## src/hdl/pcs_pkg.sv

```systemverilog
package pcs_pkg;

  // ----------------------------------------------------------------
  // Timing
  // ----------------------------------------------------------------
  localparam int unsigned CLK_PERIOD_NS  = 50;
  localparam int unsigned SETUP_NS       = 100;
  localparam int unsigned STROBE_NS      = 250;
  localparam int unsigned HOLD_NS        = 50;
  localparam int unsigned CARD_RESET_NS  = 10000;
  localparam logic [7:0]  SETUP_CYC      = 8'((SETUP_NS + CLK_PERIOD_NS - 1) / CLK_PERIOD_NS);
  localparam logic [7:0]  STROBE_CYC     = 8'((STROBE_NS + CLK_PERIOD_NS - 1) / CLK_PERIOD_NS);
  localparam logic [7:0]  HOLD_CYC       = 8'((HOLD_NS + CLK_PERIOD_NS - 1) / CLK_PERIOD_NS);
  localparam logic [7:0]  CARD_RESET_CYC =
    8'((CARD_RESET_NS + CLK_PERIOD_NS - 1) / CLK_PERIOD_NS);

  // ----------------------------------------------------------------
  // Access kinds
  // ----------------------------------------------------------------
  localparam logic [1:0] KIND_MEM_RD = 2'h0;
  localparam logic [1:0] KIND_MEM_WR = 2'h1;
  localparam logic [1:0] KIND_IO_RD  = 2'h2;
  localparam logic [1:0] KIND_IO_WR  = 2'h3;

  // ----------------------------------------------------------------
  // Voltage sense decode (sense lines as a pair)
  // ----------------------------------------------------------------
  localparam logic [1:0] VCLASS_5V    = 2'h0;
  localparam logic [1:0] VCLASS_3V3   = 2'h1;
  localparam logic [1:0] VCLASS_LOWV  = 2'h2;
  localparam logic [1:0] VCLASS_BOTH  = 2'h3;

  // ----------------------------------------------------------------
  // Cycle sequencer
  // ----------------------------------------------------------------
  typedef enum logic [1:0]
  {
    PCS_IDLE   = 2'b00,
    PCS_SETUP  = 2'b01,
    PCS_STROBE = 2'b11,
    PCS_HOLD   = 2'b10
  } pcs_state_e;

endpackage

```

## src/hdl/pcs_sense_decode.sv

```systemverilog
`timescale 1ns/10ps
module pcs_sense_decode
  import pcs_pkg::*;
(
  // Clock and reset
  input  wire logic       clk_sys_in,
  input  wire logic       rst_in,
  // Sense pair
  input  wire logic       voltage_sense_first_in,
  input  wire logic       voltage_sense_second_in,
  // Result
  output logic [1:0]      volt_class_out
);

  logic [1:0] next_volt_class;

  // Both lines decoded together; 0 means grounded
  always_comb
  begin
    case ({voltage_sense_second_in, voltage_sense_first_in})
      2'h3:    next_volt_class = VCLASS_5V;
      2'h2:    next_volt_class = VCLASS_3V3;
      2'h1:    next_volt_class = VCLASS_LOWV;
      default: next_volt_class = VCLASS_BOTH;
    endcase
  end

  always_ff @(posedge clk_sys_in)
  begin
    if (rst_in)
      volt_class_out <= VCLASS_5V;
    else
      volt_class_out <= next_volt_class;
  end
endmodule

```

## src/hdl/pcs_socket_ctrl.sv

```systemverilog
// Notes on behaviour
// - Attribute select stays high for every common memory access.
// - Attribute select on: memory strobes reach attribute space, I/O strobes I/O space.
// - A reset output forces a hard reset of the card.
// - Operating voltage comes from both sense lines together.
// - Card may stretch a cycle; completion waits while it asks.
// - Write strobe clocks memory write data into the card.
// - With an I/O card outside DMA mode, protect line means wide-port indication.
// - In DMA mode the protect line is taken as a DMA request.
// - Memory reads drive the read-output strobe low.
// - I/O writes drive the I/O write strobe low.
`timescale 1ns/10ps
module pcs_socket_ctrl
  import pcs_pkg::*;
(
  // Clock and reset
  input  wire logic       clk_sys_in,
  input  wire logic       rst_in,
  // Host request side
  input  wire logic       req_in,
  input  wire logic [1:0] req_kind_in,
  input  wire logic       req_attr_in,
  input  wire logic       io_card_in,
  input  wire logic       dma_mode_in,
  input  wire logic       card_reset_req_in,
  output logic            busy_out,
  output logic            done_out,
  // Card strobes, active low; card reset active high
  output logic            attr_select_n_out,
  output logic            read_output_n_out,
  output logic            write_strobe_n_out,
  output logic            io_read_strobe_n_out,
  output logic            io_write_strobe_n_out,
  output logic            card_reset_out,
  // Card status inputs
  input  wire logic       wait_n_in,
  input  wire logic       write_protect_in,
  input  wire logic       ready_in,
  input  wire logic       voltage_sense_first_in,
  input  wire logic       voltage_sense_second_in,
  // Status toward host
  output logic            write_protected_out,
  output logic            io_port_wide_indication_out,
  output logic            dma_request_out,
  output logic            card_ready_out,
  output logic [1:0]      volt_class_out
);

  // ----------------------------------------------------------------
  // Stretch synchroniser
  // ----------------------------------------------------------------
  logic wait_meta;
  logic wait_sync;
  logic next_wait_meta;
  logic next_wait_sync;
  always_comb
  begin
    next_wait_meta = ~wait_n_in;
    next_wait_sync = wait_meta;
  end
  always_ff @(posedge clk_sys_in)
  begin
    if (rst_in)
    begin
      wait_meta <= 1'b0;
      wait_sync <= 1'b0;
    end
    else
    begin
      wait_meta <= next_wait_meta;
      wait_sync <= next_wait_sync;
    end
  end

  // ----------------------------------------------------------------
  // Cycle sequencer
  // ----------------------------------------------------------------
  pcs_state_e state;
  pcs_state_e next_state;
  logic [7:0] count;
  logic [7:0] next_count;
  logic [1:0] kind;
  logic [1:0] next_kind;
  logic       attr;
  logic       next_attr;
  logic       next_busy;
  logic       next_done;
  logic       next_attr_n;
  logic       next_rd_n;
  logic       next_we_n;
  logic       next_io_rd_n;
  logic       next_io_wr_n;
  function automatic logic is_io(input logic [1:0] k);
    is_io = k[1];
  endfunction
  always_comb
  begin
    next_state  = state;
    next_count  = count;
    next_kind   = kind;
    next_attr   = attr;
    next_done   = 1'b0;
    case (state)
      PCS_IDLE:
      begin
        if (req_in && !card_reset_out)
        begin
          next_kind  = req_kind_in;
          // I/O space is always reached with attribute select low
          next_attr  = req_attr_in | is_io(req_kind_in);
          next_count = SETUP_CYC;
          next_state = PCS_SETUP;
        end
      end
      PCS_SETUP:
      begin
        if (count <= 8'h01)
        begin
          next_count = STROBE_CYC;
          next_state = PCS_STROBE;
        end
        else
          next_count = count - 8'h01;
      end
      PCS_STROBE:
      begin
        if (count > 8'h01)
          next_count = count - 8'h01;
        else if (!wait_sync)
        begin
          next_count = HOLD_CYC;
          next_state = PCS_HOLD;
        end
      end
      default:
      begin
        if (count <= 8'h01)
        begin
          next_done  = 1'b1;
          next_state = PCS_IDLE;
        end
        else
          next_count = count - 8'h01;
      end
    endcase
    next_busy   = (next_state != PCS_IDLE);
    // Attribute select low only for attribute or I/O cycles
    next_attr_n = !(next_busy && next_attr);
    next_rd_n   = !(next_state == PCS_STROBE && next_kind == KIND_MEM_RD);
    next_we_n   = !(next_state == PCS_STROBE && next_kind == KIND_MEM_WR);
    next_io_rd_n = !(next_state == PCS_STROBE && next_kind == KIND_IO_RD);
    next_io_wr_n = !(next_state == PCS_STROBE && next_kind == KIND_IO_WR);
  end
  always_ff @(posedge clk_sys_in)
  begin
    if (rst_in)
    begin
      state                 <= PCS_IDLE;
      count                 <= 8'h00;
      kind                  <= KIND_MEM_RD;
      attr                  <= 1'b0;
      busy_out              <= 1'b0;
      done_out              <= 1'b0;
      attr_select_n_out     <= 1'b1;
      read_output_n_out     <= 1'b1;
      write_strobe_n_out    <= 1'b1;
      io_read_strobe_n_out  <= 1'b1;
      io_write_strobe_n_out <= 1'b1;
    end
    else
    begin
      state                 <= next_state;
      count                 <= next_count;
      kind                  <= next_kind;
      attr                  <= next_attr;
      busy_out              <= next_busy;
      done_out              <= next_done;
      attr_select_n_out     <= next_attr_n;
      read_output_n_out     <= next_rd_n;
      write_strobe_n_out    <= next_we_n;
      io_read_strobe_n_out  <= next_io_rd_n;
      io_write_strobe_n_out <= next_io_wr_n;
    end
  end

  // ----------------------------------------------------------------
  // Card reset with minimum width
  // ----------------------------------------------------------------
  logic [7:0] rst_count;
  logic [7:0] next_rst_count;
  logic       next_card_reset;
  always_comb
  begin
    next_rst_count = rst_count;
    if (card_reset_req_in)
      next_rst_count = CARD_RESET_CYC;
    else if (rst_count != 8'h00)
      next_rst_count = rst_count - 8'h01;
    next_card_reset = (next_rst_count != 8'h00);
  end
  always_ff @(posedge clk_sys_in)
  begin
    if (rst_in)
    begin
      rst_count      <= 8'h00;
      card_reset_out <= 1'b1;
    end
    else
    begin
      rst_count      <= next_rst_count;
      card_reset_out <= next_card_reset;
    end
  end

  // ----------------------------------------------------------------
  // Protect line meaning by card type and mode
  // ----------------------------------------------------------------
  logic next_wp;
  logic next_wide;
  logic next_dreq;
  always_comb
  begin
    next_wp   = 1'b0;
    next_wide = 1'b0;
    next_dreq = 1'b0;
    if (dma_mode_in)
      next_dreq = write_protect_in;
    else if (io_card_in)
      next_wide = write_protect_in;
    else
      next_wp = write_protect_in;
  end
  always_ff @(posedge clk_sys_in)
  begin
    if (rst_in)
    begin
      write_protected_out         <= 1'b0;
      io_port_wide_indication_out <= 1'b0;
      dma_request_out             <= 1'b0;
      card_ready_out              <= 1'b0;
    end
    else
    begin
      write_protected_out         <= next_wp;
      io_port_wide_indication_out <= next_wide;
      dma_request_out             <= next_dreq;
      card_ready_out              <= ready_in & ~io_card_in;
    end
  end

  pcs_sense_decode u_sense
  (
    .clk_sys_in              (clk_sys_in),
    .rst_in                  (rst_in),
    .voltage_sense_first_in  (voltage_sense_first_in),
    .voltage_sense_second_in (voltage_sense_second_in),
    .volt_class_out          (volt_class_out)
  );
endmodule

```

## config.mk

```make
export PLATFORM = sky130hd
export DESIGN_NAME = pcs_socket_ctrl
export DESIGN_NICKNAME = d
export VERILOG_FILES = /design/src/hdl/pcs_pkg.sv /design/src/hdl/pcs_sense_decode.sv /design/src/hdl/pcs_socket_ctrl.sv
export SDC_FILE = /design/constraint.sdc
export NUM_CORES = 1
export LEC_CHECK = 0
export BUFFER_PORTS_ARGS = -buffer_cell sky130_fd_sc_hd__buf_2
export CAP_MARGIN = 10
export CORE_MARGIN = 5
export CORE_UTILIZATION = 29
export CTS_CLUSTER_SIZE = 24
export DETAILED_ROUTE_END_ITERATION = 10
export GPL_TIMING_DRIVEN = 0
export PLACE_DENSITY_LB_ADDON = 0.12
export RECOVER_POWER = 50
export SKIP_LAST_GASP = 1
export SYNTH_ARGS = -nofsm -noshare
export SYNTH_HDL_FRONTEND = slang
export SYNTH_SLANG_ARGS = --single-unit
export TNS_END_PERCENT = 100
```

## constraint.sdc

```tcl
create_clock -name clk_sys_in -period 3.85 [get_ports clk_sys_in]
set_input_delay 0 -clock clk_sys_in [delete_from_list [all_inputs] [get_ports clk_sys_in]]
set_output_delay 0 -clock clk_sys_in [all_outputs]
set_load 0.05 [all_outputs]
```

Word-level counts from Yosys, hierarchy flattened:

Cells that the tools add are included.
Widths: inputs -> output; s select.

* register bits: 37
* bits in latches: 0
* bits in writable memories: 0
* memory bits (read-only): 0
* output and inout bits: 14
* memories: 0

* add/sub/neg operators: 2
* $mul: 0
* div/mod/pow operators: 0
* order comparisons: 2
* eq/ne operators: 12
* shifts and indexed selects: 0
* muxes and demuxes: 20
* bitwise logic cells: 5
* reductions and logical operators: 22

Operators by type and width (number)
* $mux 8: 7
* $pmux 8 s3: 1
* $reduce_bool 8->1: 2
* $sub 8x1->8 const B: 2
* $mux 2: 7
* $eq 2x2->1 const B: 6
* $pmux 2 s3: 2
* $gt 8x1->1 const B: 1
* $le 8x1->1 const B: 1
* $eq 2x1->1 const B: 3
* $logic_and 1x1->1: 6
* $logic_not 1->1: 6
* $reduce_or 3->1: 2
* $logic_not 2->1: 2
* $ne 4x1->1 const B: 1
* $reduce_or 4->1: 1
* $mux 1: 3
* $ne 3x3->1 const B: 1
* $not 1->1: 3
* $reduce_and 3->1: 1
* $ne 2x2->1 const B: 1
* $reduce_bool 2->1: 1
* $reduce_or 2->1: 1
* $and 1x1->1: 1
* $or 1x1->1: 1

Longest topological paths before layout:

Gate-level depths: netlist (run 1).

* depth after elaboration: 7
* depth in mapped cells: 8
* gate-level depth less buffers: 7

By module:

From an unflattened synthesis (run 1), not the netlist that was laid out.

* cells, all modules: 180
* area total of the unflattened synthesis: 1617.8 µm²

By module, submodules not included
* pcs_socket_ctrl: instances 1, cells an instance 176, area an instance 1570.3 µm², seq. area each 700.7 µm²
* pcs_sense_decode: instances 1, cells an instance 4, area an instance 47.5 µm², seq. area each 40.0 µm²

Least setup slack after synthesis (run 1):

Ideal clock, no wire load.

* kind: reg-to-reg
* from: register count[0]
* to: register count[3]
* data arrival time: 1680 ps
* path slack: 2084 ps
* stages on the path, launching flop included: 9
* path buffers: 1
* cells stage by stage: dfxtp_1 > inv_1 > ha_1 > or2_4 > and3_1 > buf_4 > a211oi_1 > nor2_1 > a211oi_1

* longest elaborated chain between the ends: 3

RTL lines
* start: declaration: line pcs_socket_ctrl.sv:80 `logic [7:0] count;`
* start signal: assignment: line pcs_socket_ctrl.sv:173 `count <= next_count;`
* $sub 8x1->8 (tied with other cells): line pcs_socket_ctrl.sv:123, pcs_socket_ctrl.sv:128, pcs_socket_ctrl.sv:143
* $mux 8 (tied with other cells): line pcs_socket_ctrl.sv:137 `if (count <= 8'h01)`
* $pmux 8 s3 or $reduce_and 3->1 (tied branches)

Parallel ways exist; a longest one is shown, timed or not. The select of a mux whose other input is x is not followed.
A chain may end at the register's enable or synchronous reset.

Final worst setup path (run 1):

Same ends and word-level chain as after synthesis.

==> metrics.txt, run 1 <==
status=completed; CTS Sinks=37; Core Region=a little under 6000 um2; post-layout minimum cycle time=2014 ps; initial core utilization=between 20 and 30%; critical-path cell list=inv_1 -> ha_1 -> or2_0 -> and3_1 -> buf_4 -> a211oi_1 -> nor2_1 -> a211oi_1; GP Congestion=0.7764; final setup TNS=0 ps; Total GRT Usage=between 10% and 20%; die area=7524 um2; Final Hold Viols=0; worst clock skew=approximately 5.6 ps; slowest stage delay, CP=410 ps; row count=28; Worst Max-Slew Pin Slew=roughly 600 ps; CP Capture Point=count[3]; Crit. path cell count=8; CP max stage cell=dfxtp_1; WS Path Type=register to register; Synthesized Nets=between 200 and 250; io pins=28; synthesis-to-layout area growth=25.06%; Reg2Reg Setup Slack=1840 ps; Routed WL=around 4000 um; Max Fclk=496.6 MHz; Final Util=a little under two fifths; Multi-input gate area=885.9 um2; htree depth=2; P_leak=about 0.80 nW; register area share after synthesis=43.37%; 1st-iter DRT viols=69; register area=between 700 and 800 um2; drt first pass iters=4; most common cell after layout, fill and taps aside=dfxtp_1; DRC=0; Die X-Extent=86.74 um; DR vias/cell=4.706; synthesized cell area=roughly 1700 um2; largest net degree at the start of global routing=14; layout cells sized above 1=a little over an eighth; final worst path period share=52.30%; EDFF count, synth=0; Max Cap Viol=0; Chip Height=86.74 um; filler cell count=approximately 650; Final Instance Area=approximately 2100 um2; maximum VDD drop=about 0.19 mV; total gr overflow=0; most used cell, CP=a211oi_1; Worst R2R Start=count[0]; hold slack=about 10 ps; Synth warnings=0; Worst Hold Class=input port to register; relative slew slack=between 50% and 60%; reg2reg path depth=8; Main synth FF type=dfxtp_1; DR WL/cell=between 10 and 15 um; Nets=approximately 250; CTS tree=yes; Clock Path Buffers=2; most frequent cells in the layout=dfxtp_1, nor2_1, clkbuf_1; initial antenna violation count=0; CP Launch Type=register; Worst-path clk slew=80 ps; RSZ-0062 raised after global routing=no; Post-DRT Antenna Nets=0; Cell Area, Placed=approximately 1900 um2; Port-buffer cells=26; Setup crit end kind=register; DPL Wire Length=roughly 2800 um; Crit. Startpoint=count[0]; Top delay family on crit path=simple AND/OR/NAND/NOR gates; vias in the first global route=about 1,400; Final setup viols=0; Yosys reg bits=37; Final Max Slew Viols=0; critical path data arrival time=approximately 2200 ps; reg2reg end=count[3]; pwr dens=around 450 nW/um2; root buffer cell=clkbuf_8; Mapped Avg Cell Area=8.942 um2; CP bufs+invs=2; Num CTS Buffers=5; Cell variety after synth=52; Worst Path Required=approximately 4100 ps; Async SR Flop Fraction=0%; worst-path fanout max=8; routed via count=1,459; Skew-Pair Late Insertion Delay=around 290 ps; n_diodes=0; Post-Syn Instances=around 190; first-pass GRT wire length=roughly 6800 um
state kept, by name, summed over array words and instances (netlist names):
signal                       flops
next_wait_sync                   1
card_ready_out                   1
done_out                         1
u_sense.volt_class_out           2
state                            2
read_output_n_out                1
attr_select_n_out                1
attr                             1
card_reset_out                   1
io_read_strobe_n_out             1
rst_count                        8
busy_out                         1
write_strobe_n_out               1
count                            8
wait_sync                        1
io_port_wide_indication_out      1
kind                             2
io_write_strobe_n_out            1
write_protected_out              1
dma_request_out                  1
repair_timing:
action                    CTS  global route
buffers inserted            0             0
hold endpoints to repair   10             0
hold buffers               10             0
gates resized for setup     0             0
worst min path at each step:
stage               slack [ps]  cells after the start             end      startpoint
detailed placement         150                      2  next_wait_sync       wait_n_in
floorplan                   70                      1  next_wait_sync       wait_n_in
global placement           150                      2  next_wait_sync       wait_n_in
CTS                          4                      3         kind[0]  req_kind_in[0]
finish                      10                      3         kind[0]  req_kind_in[0]
global route                40                      3         kind[0]  req_kind_in[0]
cells in the mapped netlist (all sizes together) (2+ instances only):
cell type	n	share of area, %
dfxtp	37	43
nor2	31	7.4
nand2	15	3.3
a21oi	10	2.9
nor3	9	2.9
a211oi	7	3.1
inv	7	1.5
clkbuf	6	1.3
nand3	5	2.1
ha	4	2.9
nand4	4	1.5
nor4	4	3.2
o21ai	4	1.8
xnor2	4	2.1
buf	3	1.0
mux2i	3	1.8
nand2b	3	1.1
nor3b	3	1.3
nor4b	3	1.9
xor2	3	1.5
a31oi	2	0.73
nor2b	2	0.73
o31ai	2	0.88
or2	2	0.88
metal layers:
layer,track usage [%],up-vias,wire length (um)
li1,-,759,-
met1,13.93,670,1873
met2,19.61,22,1898
met3,3.042,8,129
met4,3.824,0,63
met5,0,-,0
power breakdown:
part	internal (mW)	leakage (nW)	total (mW)	switching, mW
clock network	0.261	0.0687	0.410	0.149
logic	0.0583	0.429	0.135	0.0766
registers	0.397	0.302	0.408	0.0107
total	0.716	0.799	0.952	0.236
layout make-up:
class | count | share of cell area, %
buffer | 9 | 1.875
clock buffer | 5 | 3.222
clock inverter | 3 | 3.222
inverter | 7 | 1.230
multi-input combinational | 138 | 41.48
sequential | 37 | 34.68
tap | 75 | 4.394
timing repair buffer | 36 | 9.900
tightest hold or removal path, delay by kind of cell:
family	cells	cell delay [ps]
buffers and inverters	1	80
multiplexers	1	100
AND/OR/NAND/NOR	1	90
cells by family (layout without fill, tap and decap cells):
kind of cell	after synthesis	after routing	share of synthesized area (%)
compound gates	35	35	14.29
simple gates	88	88	29.52
flops	37	37	43.37
xor+xnor	7	7	3.590
mux	4	4	2.418
buf+inv	16	60	3.883
fa+ha+maj	4	4	2.931
stage by stage:
stage	instances	setup WS (ps)	power [mW]
3_5_place_dp	292	1954	0.5478
2_1_floorplan	191	2084	0.5166
4_1_cts	310	1906	0.9744
5_1_grt	310	1680	1.001
3_3_place_gp	292	1926	0.5492
6_report	310	1836	0.9520
No activity file was read; power rests on OpenSTA's default activity.
==> run 2: changes to the inputs <==
- clock period: 3.85 -> 1.8 ns (I/O delays scaled with it)
==> metrics.txt, run 2 (synthesis results as in run 1) <==
CTS Sinks=37 (unchanged); Cell Area, Placed=1932 um2 (unchanged); DPL Wire Length=2831 um (unchanged); Chip Height=86.74 um (unchanged); P_leak=0.8491 nW (+6.3%); routed via count=1,509 (+3.4%); maximum VDD drop=0.4083 mV (+110%); Num CTS Buffers=5 (unchanged); CP Launch Type=register; largest net degree at the start of global routing=14 (unchanged); failing checks=negative hold slack; status=complete, but fails checks; Port-buffer cells=26 (unchanged); most common cell after layout, fill and taps aside=dfxtp_1; pwr dens=902.9 nW/um2 (+100%); worst clock skew=6.786 ps (+1.173 ps); Post-DRT Antenna Nets=0 (unchanged); n_diodes=0 (unchanged); RSZ-0062 raised after global routing=yes; WS Path Type=register to register; Final Hold Viols=1 (+1); DRC=0 (unchanged); row count=28 (unchanged); root buffer cell=clkbuf_8; Skew-Pair Late Insertion Delay=290 ps (about the same); Setup crit end kind=register; Worst Max-Slew Pin Slew=616.4 ps (+1.068 ps); Placed Cells=292 (unchanged); CTS tree=yes; Max Cap Viol=0 (unchanged); total gr overflow=0 (unchanged); Die X-Extent=86.74 um (unchanged); 1st-iter DRT viols=64 (-7.2%); critical path data arrival time=1920 ps (-300 ps); Final Max Slew Viols=0 (unchanged); drt first pass iters=4 (unchanged); most frequent cells in the layout=dfxtp_1, nor2_1, clkbuf_1; Final Instance Area=2268 um2 (+6.2%); die area=7524 um2 (unchanged); Worst-path clk slew=80 ps (about the same); biggest regs=count x8, rst_count x8; first-pass GRT wire length=6824 um (+0.83%); io pins=28 (unchanged); Max Fclk=573.3 MHz (+15%); fin cells=317 (+2.3%); htree depth=2 (unchanged); Core Region=5816 um2 (unchanged); Worst Path Required=1980 ps (-2080 ps); initial core utilization=29.37% (unchanged); Worst Hold Class=input port to register; reg2reg path depth=8 (unchanged); Clock Path Buffers=2 (unchanged); relative slew slack=59.09% (-0.071 points); synthesis-to-layout area growth=32.82%; hold depth=3 (unchanged); Routed WL=4145 um (+4.5%); DR WL/cell=13.08 um (+2.2%); final worst path period share=96.90% (+45 points); hold slack=-9.867 ps (-19.88 ps); worst-path fanout max=4 (-4); layout cells sized above 1=23.55% (+9.9 points); initial antenna violation count=0 (unchanged); vias in the first global route=1,456 (+1.5%); Final setup viols=0 (unchanged); Nets=259 (+2.8%); Total GRT Usage=11.55% (+0.079 points); DR vias/cell=4.760 (+1.1%); post-layout minimum cycle time=1744 ps (-269.5 ps); GP Congestion=0.7764 (unchanged)
==> run 2: what timing repair did <==
| item | CTS | global route |
|---|---|---|
| endpoints found under the hold margin | 10 | 0 |
| pin swaps | 0 | 9 |
| hold buffers | 10 | 0 |
| resized for setup | 4 | 13 |
| setup endpoints to repair | 9 | 12 |
| setup buffers | 2 | 7 |
==> run 2: stage by stage <==
step	setup slack [ps]	setup TNS [ps]	power (mW)	hold slack, ps	utilization [%]
2_1_floorplan	34.22	0	1.105	66.69	-
3_3_place_gp	-124.0	-775.7	1.175	154.6	33.22
3_5_place_dp	-96.26	-584.8	1.172	153.0	33.22
4_1_cts	-23.55	-23.55	2.084	4.270	37.72
5_1_grt	-24.17	-67.29	2.155	3.497	39.01
6_report	55.81	0	2.048	-9.867	39.01
==> run 2: power by group <==
part	switching (mW)	leakage [nW]	internal (mW)
sequential	0.0278	0.303	0.850
combinational	0.165	0.478	0.129
clock	0.318	0.0687	0.558
total	0.511	0.849	1.54
==> run 2: per-layer routing <==
layer,up-vias,track usage (%),wire (um)
li1,775,-,-
met1,705,13.99,1902
met2,23,19.82,2042
met3,6,3.042,139
met4,0,3.824,60
met5,-,0,0
==> run 2: area by class of cell <==
cell class	count	area, um2
plain buffers	7	28.78
clock buffers	5	68.82
clock inverters	3	68.82
fillers	632	3547
inverters	7	26.28
multi-input cells	138	958.4
flip-flops and latches	37	744.5
well taps	75	93.84
repair buffers	45	279.0
==> run 2: worst paths after layout <==
| path | to | slack (ps) | from |
|---|---|---|---|
| worst max register to register | count[7] | 60 | count[0] |
| worst min register to register | wait_sync | 450 | next_wait_sync |
| worst max-delay path | count[7] | 60 | count[0] |
| worst min-delay path | kind[0] | -10 | req_kind_in[0] |
==> run 2: worst max-delay path, stage by stage (launching register included) <==
cell	delay, ps
dfxtp_2	330
buf_4	130
ha_1	180
or2_4	280
buf_4	150
a32oi_2	200
nand4_1	150
xor2_1	160
nor2_1	50
==> run 3: changes to the inputs <==
- CORE_UTILIZATION: 29 -> 41
- SYNTH_HIERARCHICAL: default -> 1
==> metrics.txt, run 3 <==
worst clock skew=7.325 ps (+0.5392 ps); Clock power frac=32.9% (-9.9 points); WS Path Type=register to register; Main synth FF type=dfxtp_1; Synth top area share=45.78% (+2.4 points); DPL Wire Length=2587 um (-8.6%); EDFF count, synth=0 (unchanged); vias in the first global route=1,385 (-4.9%); power consumption=1.692 mW (-17%); Seq pwr share=51.7% (+8.8 points); synthesized cell area=1618 um2 (-5.3%); Final setup viols=0 (unchanged); Max Fclk=565.5 MHz (-1.4%); synthesis-to-layout area growth=35.73%; slowest stage delay, CP=440 ps (+110 ps); CP Launch Type=register; switching share of power=27.27% (+2.3 points); largest net degree at the start of global routing=13 (-1); most common cell in the synthesized netlist=dfxtp_1; DR vias/cell=5.163 (+8.5%); P_leak=0.8555 nW (+0.74%); Mapped Avg Cell Area=8.988 um2 (+0.51%); pwr dens=770.4 nW/um2 (-15%); Clock Path Buffers=2 (unchanged); Synth warnings=6 (+6); Die X-Extent=72.82 um (-16%); Cell Int Power=1.230 mW (-20%); n_diodes=0 (unchanged); Worst-path clk slew=70 ps (about the same); most common cell after layout, fill and taps aside=dfxtp_1; die area=5302 um2 (-30%); critical-path cell list=or3_4 -> o31ai_4 -> o2bb2ai_4 -> a21oi_1 -> a211oi_2; Final Hold Viols=0 (-1); DRC=0 (unchanged); Synth area leader=dfxtp_1; Chip Height=72.82 um (-16%); GP Congestion=0.8864 (+14%); top cells by area, synth=dfxtp_1, nor2_1, nand2_1; total gr overflow=0 (unchanged); Top Metal Used=met4; CP bufs+invs=0 (-2); maximum VDD drop=0.3960 mV (-3.0%); status=completed; io pins=28 (unchanged); Sw Pwr=461.3 uW (-9.7%); initial core utilization=43.22% (+14 points); Num CTS Buffers=5 (unchanged); Final Max Slew Viols=0 (unchanged); layout cells sized above 1=26.07% (+2.5 points); drt first pass iters=6 (+2); critical path data arrival time=1980 ps (+60 ps); Setup crit end kind=register; fin cells=282 (-11%); M1 wire length=1644 um (-14%); Post-DRT Antenna Nets=0 (unchanged); root buffer cell=clkbuf_8; Top delay family on crit path=compound AO/OA/AOI/OAI gates; metal2 WL=1885 um (-7.7%); Total GRT Usage=14.70% (+3.1 points); CTS tree=yes; most frequent cells in the layout=dfxtp_1, nor2_1, buf_2; Synthesized Nets=198 (-5.3%); Worst Path Required=2010 ps (+30 ps); Logic pwr share=15.4% (+1.0 points); Skew-Pair Late Insertion Delay=290 ps (about the same); Post-Syn Instances=180 (-5.8%); DR WL met3=111 um (-20%); routed via count=1,456 (-3.5%); post-layout minimum cycle time=1768 ps (+24.10 ps); Cell variety after synth=45 (-13%); Port-buffer cells=27 (+3.8%); Worst Max-Slew Pin Slew=604.3 ps (-12.06 ps); worst-path fanout max=6 (+2); Core Region=3744 um2 (-36%); row count=22 (-21%); Routed WL=3713 um (-10%); biggest regs=count x8, rst_count x8; Worst Hold Class=input port to register; DR WL/cell=13.17 um (+0.70%); first-pass GRT wire length=6030 um (-12%); Placed Cells=255 (-13%); RSZ-0062 raised after global routing=yes; filler cell count=357 (-44%); register area share after synthesis=45.78% (+2.4 points); relative slew slack=59.89% (+0.80 points); final worst path period share=98.24% (+1.3 points); Max Cap Viol=0 (unchanged); htree depth=2 (unchanged); CP max stage cell=o31ai_4; Yosys reg bits=37 (unchanged); CTS Sinks=37 (unchanged); 1st-iter DRT viols=66 (+3.1%); top cells by count, synth=dfxtp_1, nor2_1, nand2_1; Async SR Flop Fraction=0% (unchanged); initial antenna violation count=0 (unchanged); Nets=251 (-3.1%)
run 3: repair_timing:
action,4_1_cts,5_1_grt
resized for setup,13,14
hold buffers,13,0
endpoints found under the hold margin,9,0
pin swaps,1,5
buffers inserted,0,6
endpoints found under the setup margin,10,11
run 3: cell type report:
type / instances / area (um2) / share of cell area [%]
repair buffers: 46 / 297.8 / 13.56
flip-flops and latches: 37 / 748.2 / 34.07
plain buffers: 5 / 21.27 / 0.9687
well taps: 48 / 60.06 / 2.735
clock inverters: 3 / 17.52 / 0.7977
inverters: 6 / 22.52 / 1.026
multi-input cells: 132 / 959.7 / 43.70
clock buffers: 5 / 68.82 / 3.134
run 3: final timing paths:
path | endpoint | slack [ps] | start | depth (start not counted)
min | write_strobe_n_out | 5 | req_kind_in[1] | 3
max | count[1] | 30 | count[3] | 5
max reg2reg | count[1] | 30 | count[3] | 5
min reg2reg | wait_sync | 440 | next_wait_sync | 1
run 3: metal layers:
metal	GRT usage (%)	vias to the layer above
met5	0	-
met4	6.148	0
met3	4.132	8
met2	25.25	24
met1	17.03	678
li1	-	746
run 3: worst reg2reg max path: cells and delay by family, from the launching register on:
kind | cells | cell delay [ps]
AO/OA/AOI/OAI | 4 | 900
flip-flops | 1 | 360
AND/OR/NAND/NOR | 1 | 430
run 3: power by group through the flow:
stage | combinational (mW) | sequential (mW) | clock, mW
finish | 0.261 | 0.875 | 0.556
global route | 0.288 | 0.879 | 0.613
CTS | 0.246 | 0.874 | 0.574
detailed placement | 0.220 | 0.892 | 0
global placement | 0.215 | 0.890 | 0
floorplan | 0.148 | 0.907 | 0
run 3: through the flow:
step | cell area [um2] | util (%) | hold slack, ps | setup TNS [ps] | setup slack [ps]
final | 2196 | 58.66 | 5.026 | 0 | 31.71
after global routing | 2196 | 58.66 | 22.82 | -72.08 | -31.78
after global placement | 1813 | 48.43 | 156.5 | -878.6 | -123.9
after floorplan | 1618 | - | 66.69 | 0 | 59.37
after CTS | 2093 | 55.92 | 0.6486 | 0 | 40.19
after detailed placement | 1813 | 48.43 | 163.2 | -1244 | -158.9
run 3: kinds of logic after synthesis:
family,count (synthesis),synth area share (%)
compound gates,33,15.62
xor+xnor,6,3.248
fa+ha+maj,4,3.094
buf+inv,11,2.707
flops,37,45.78
mux,4,2.552
simple gates,85,26.99
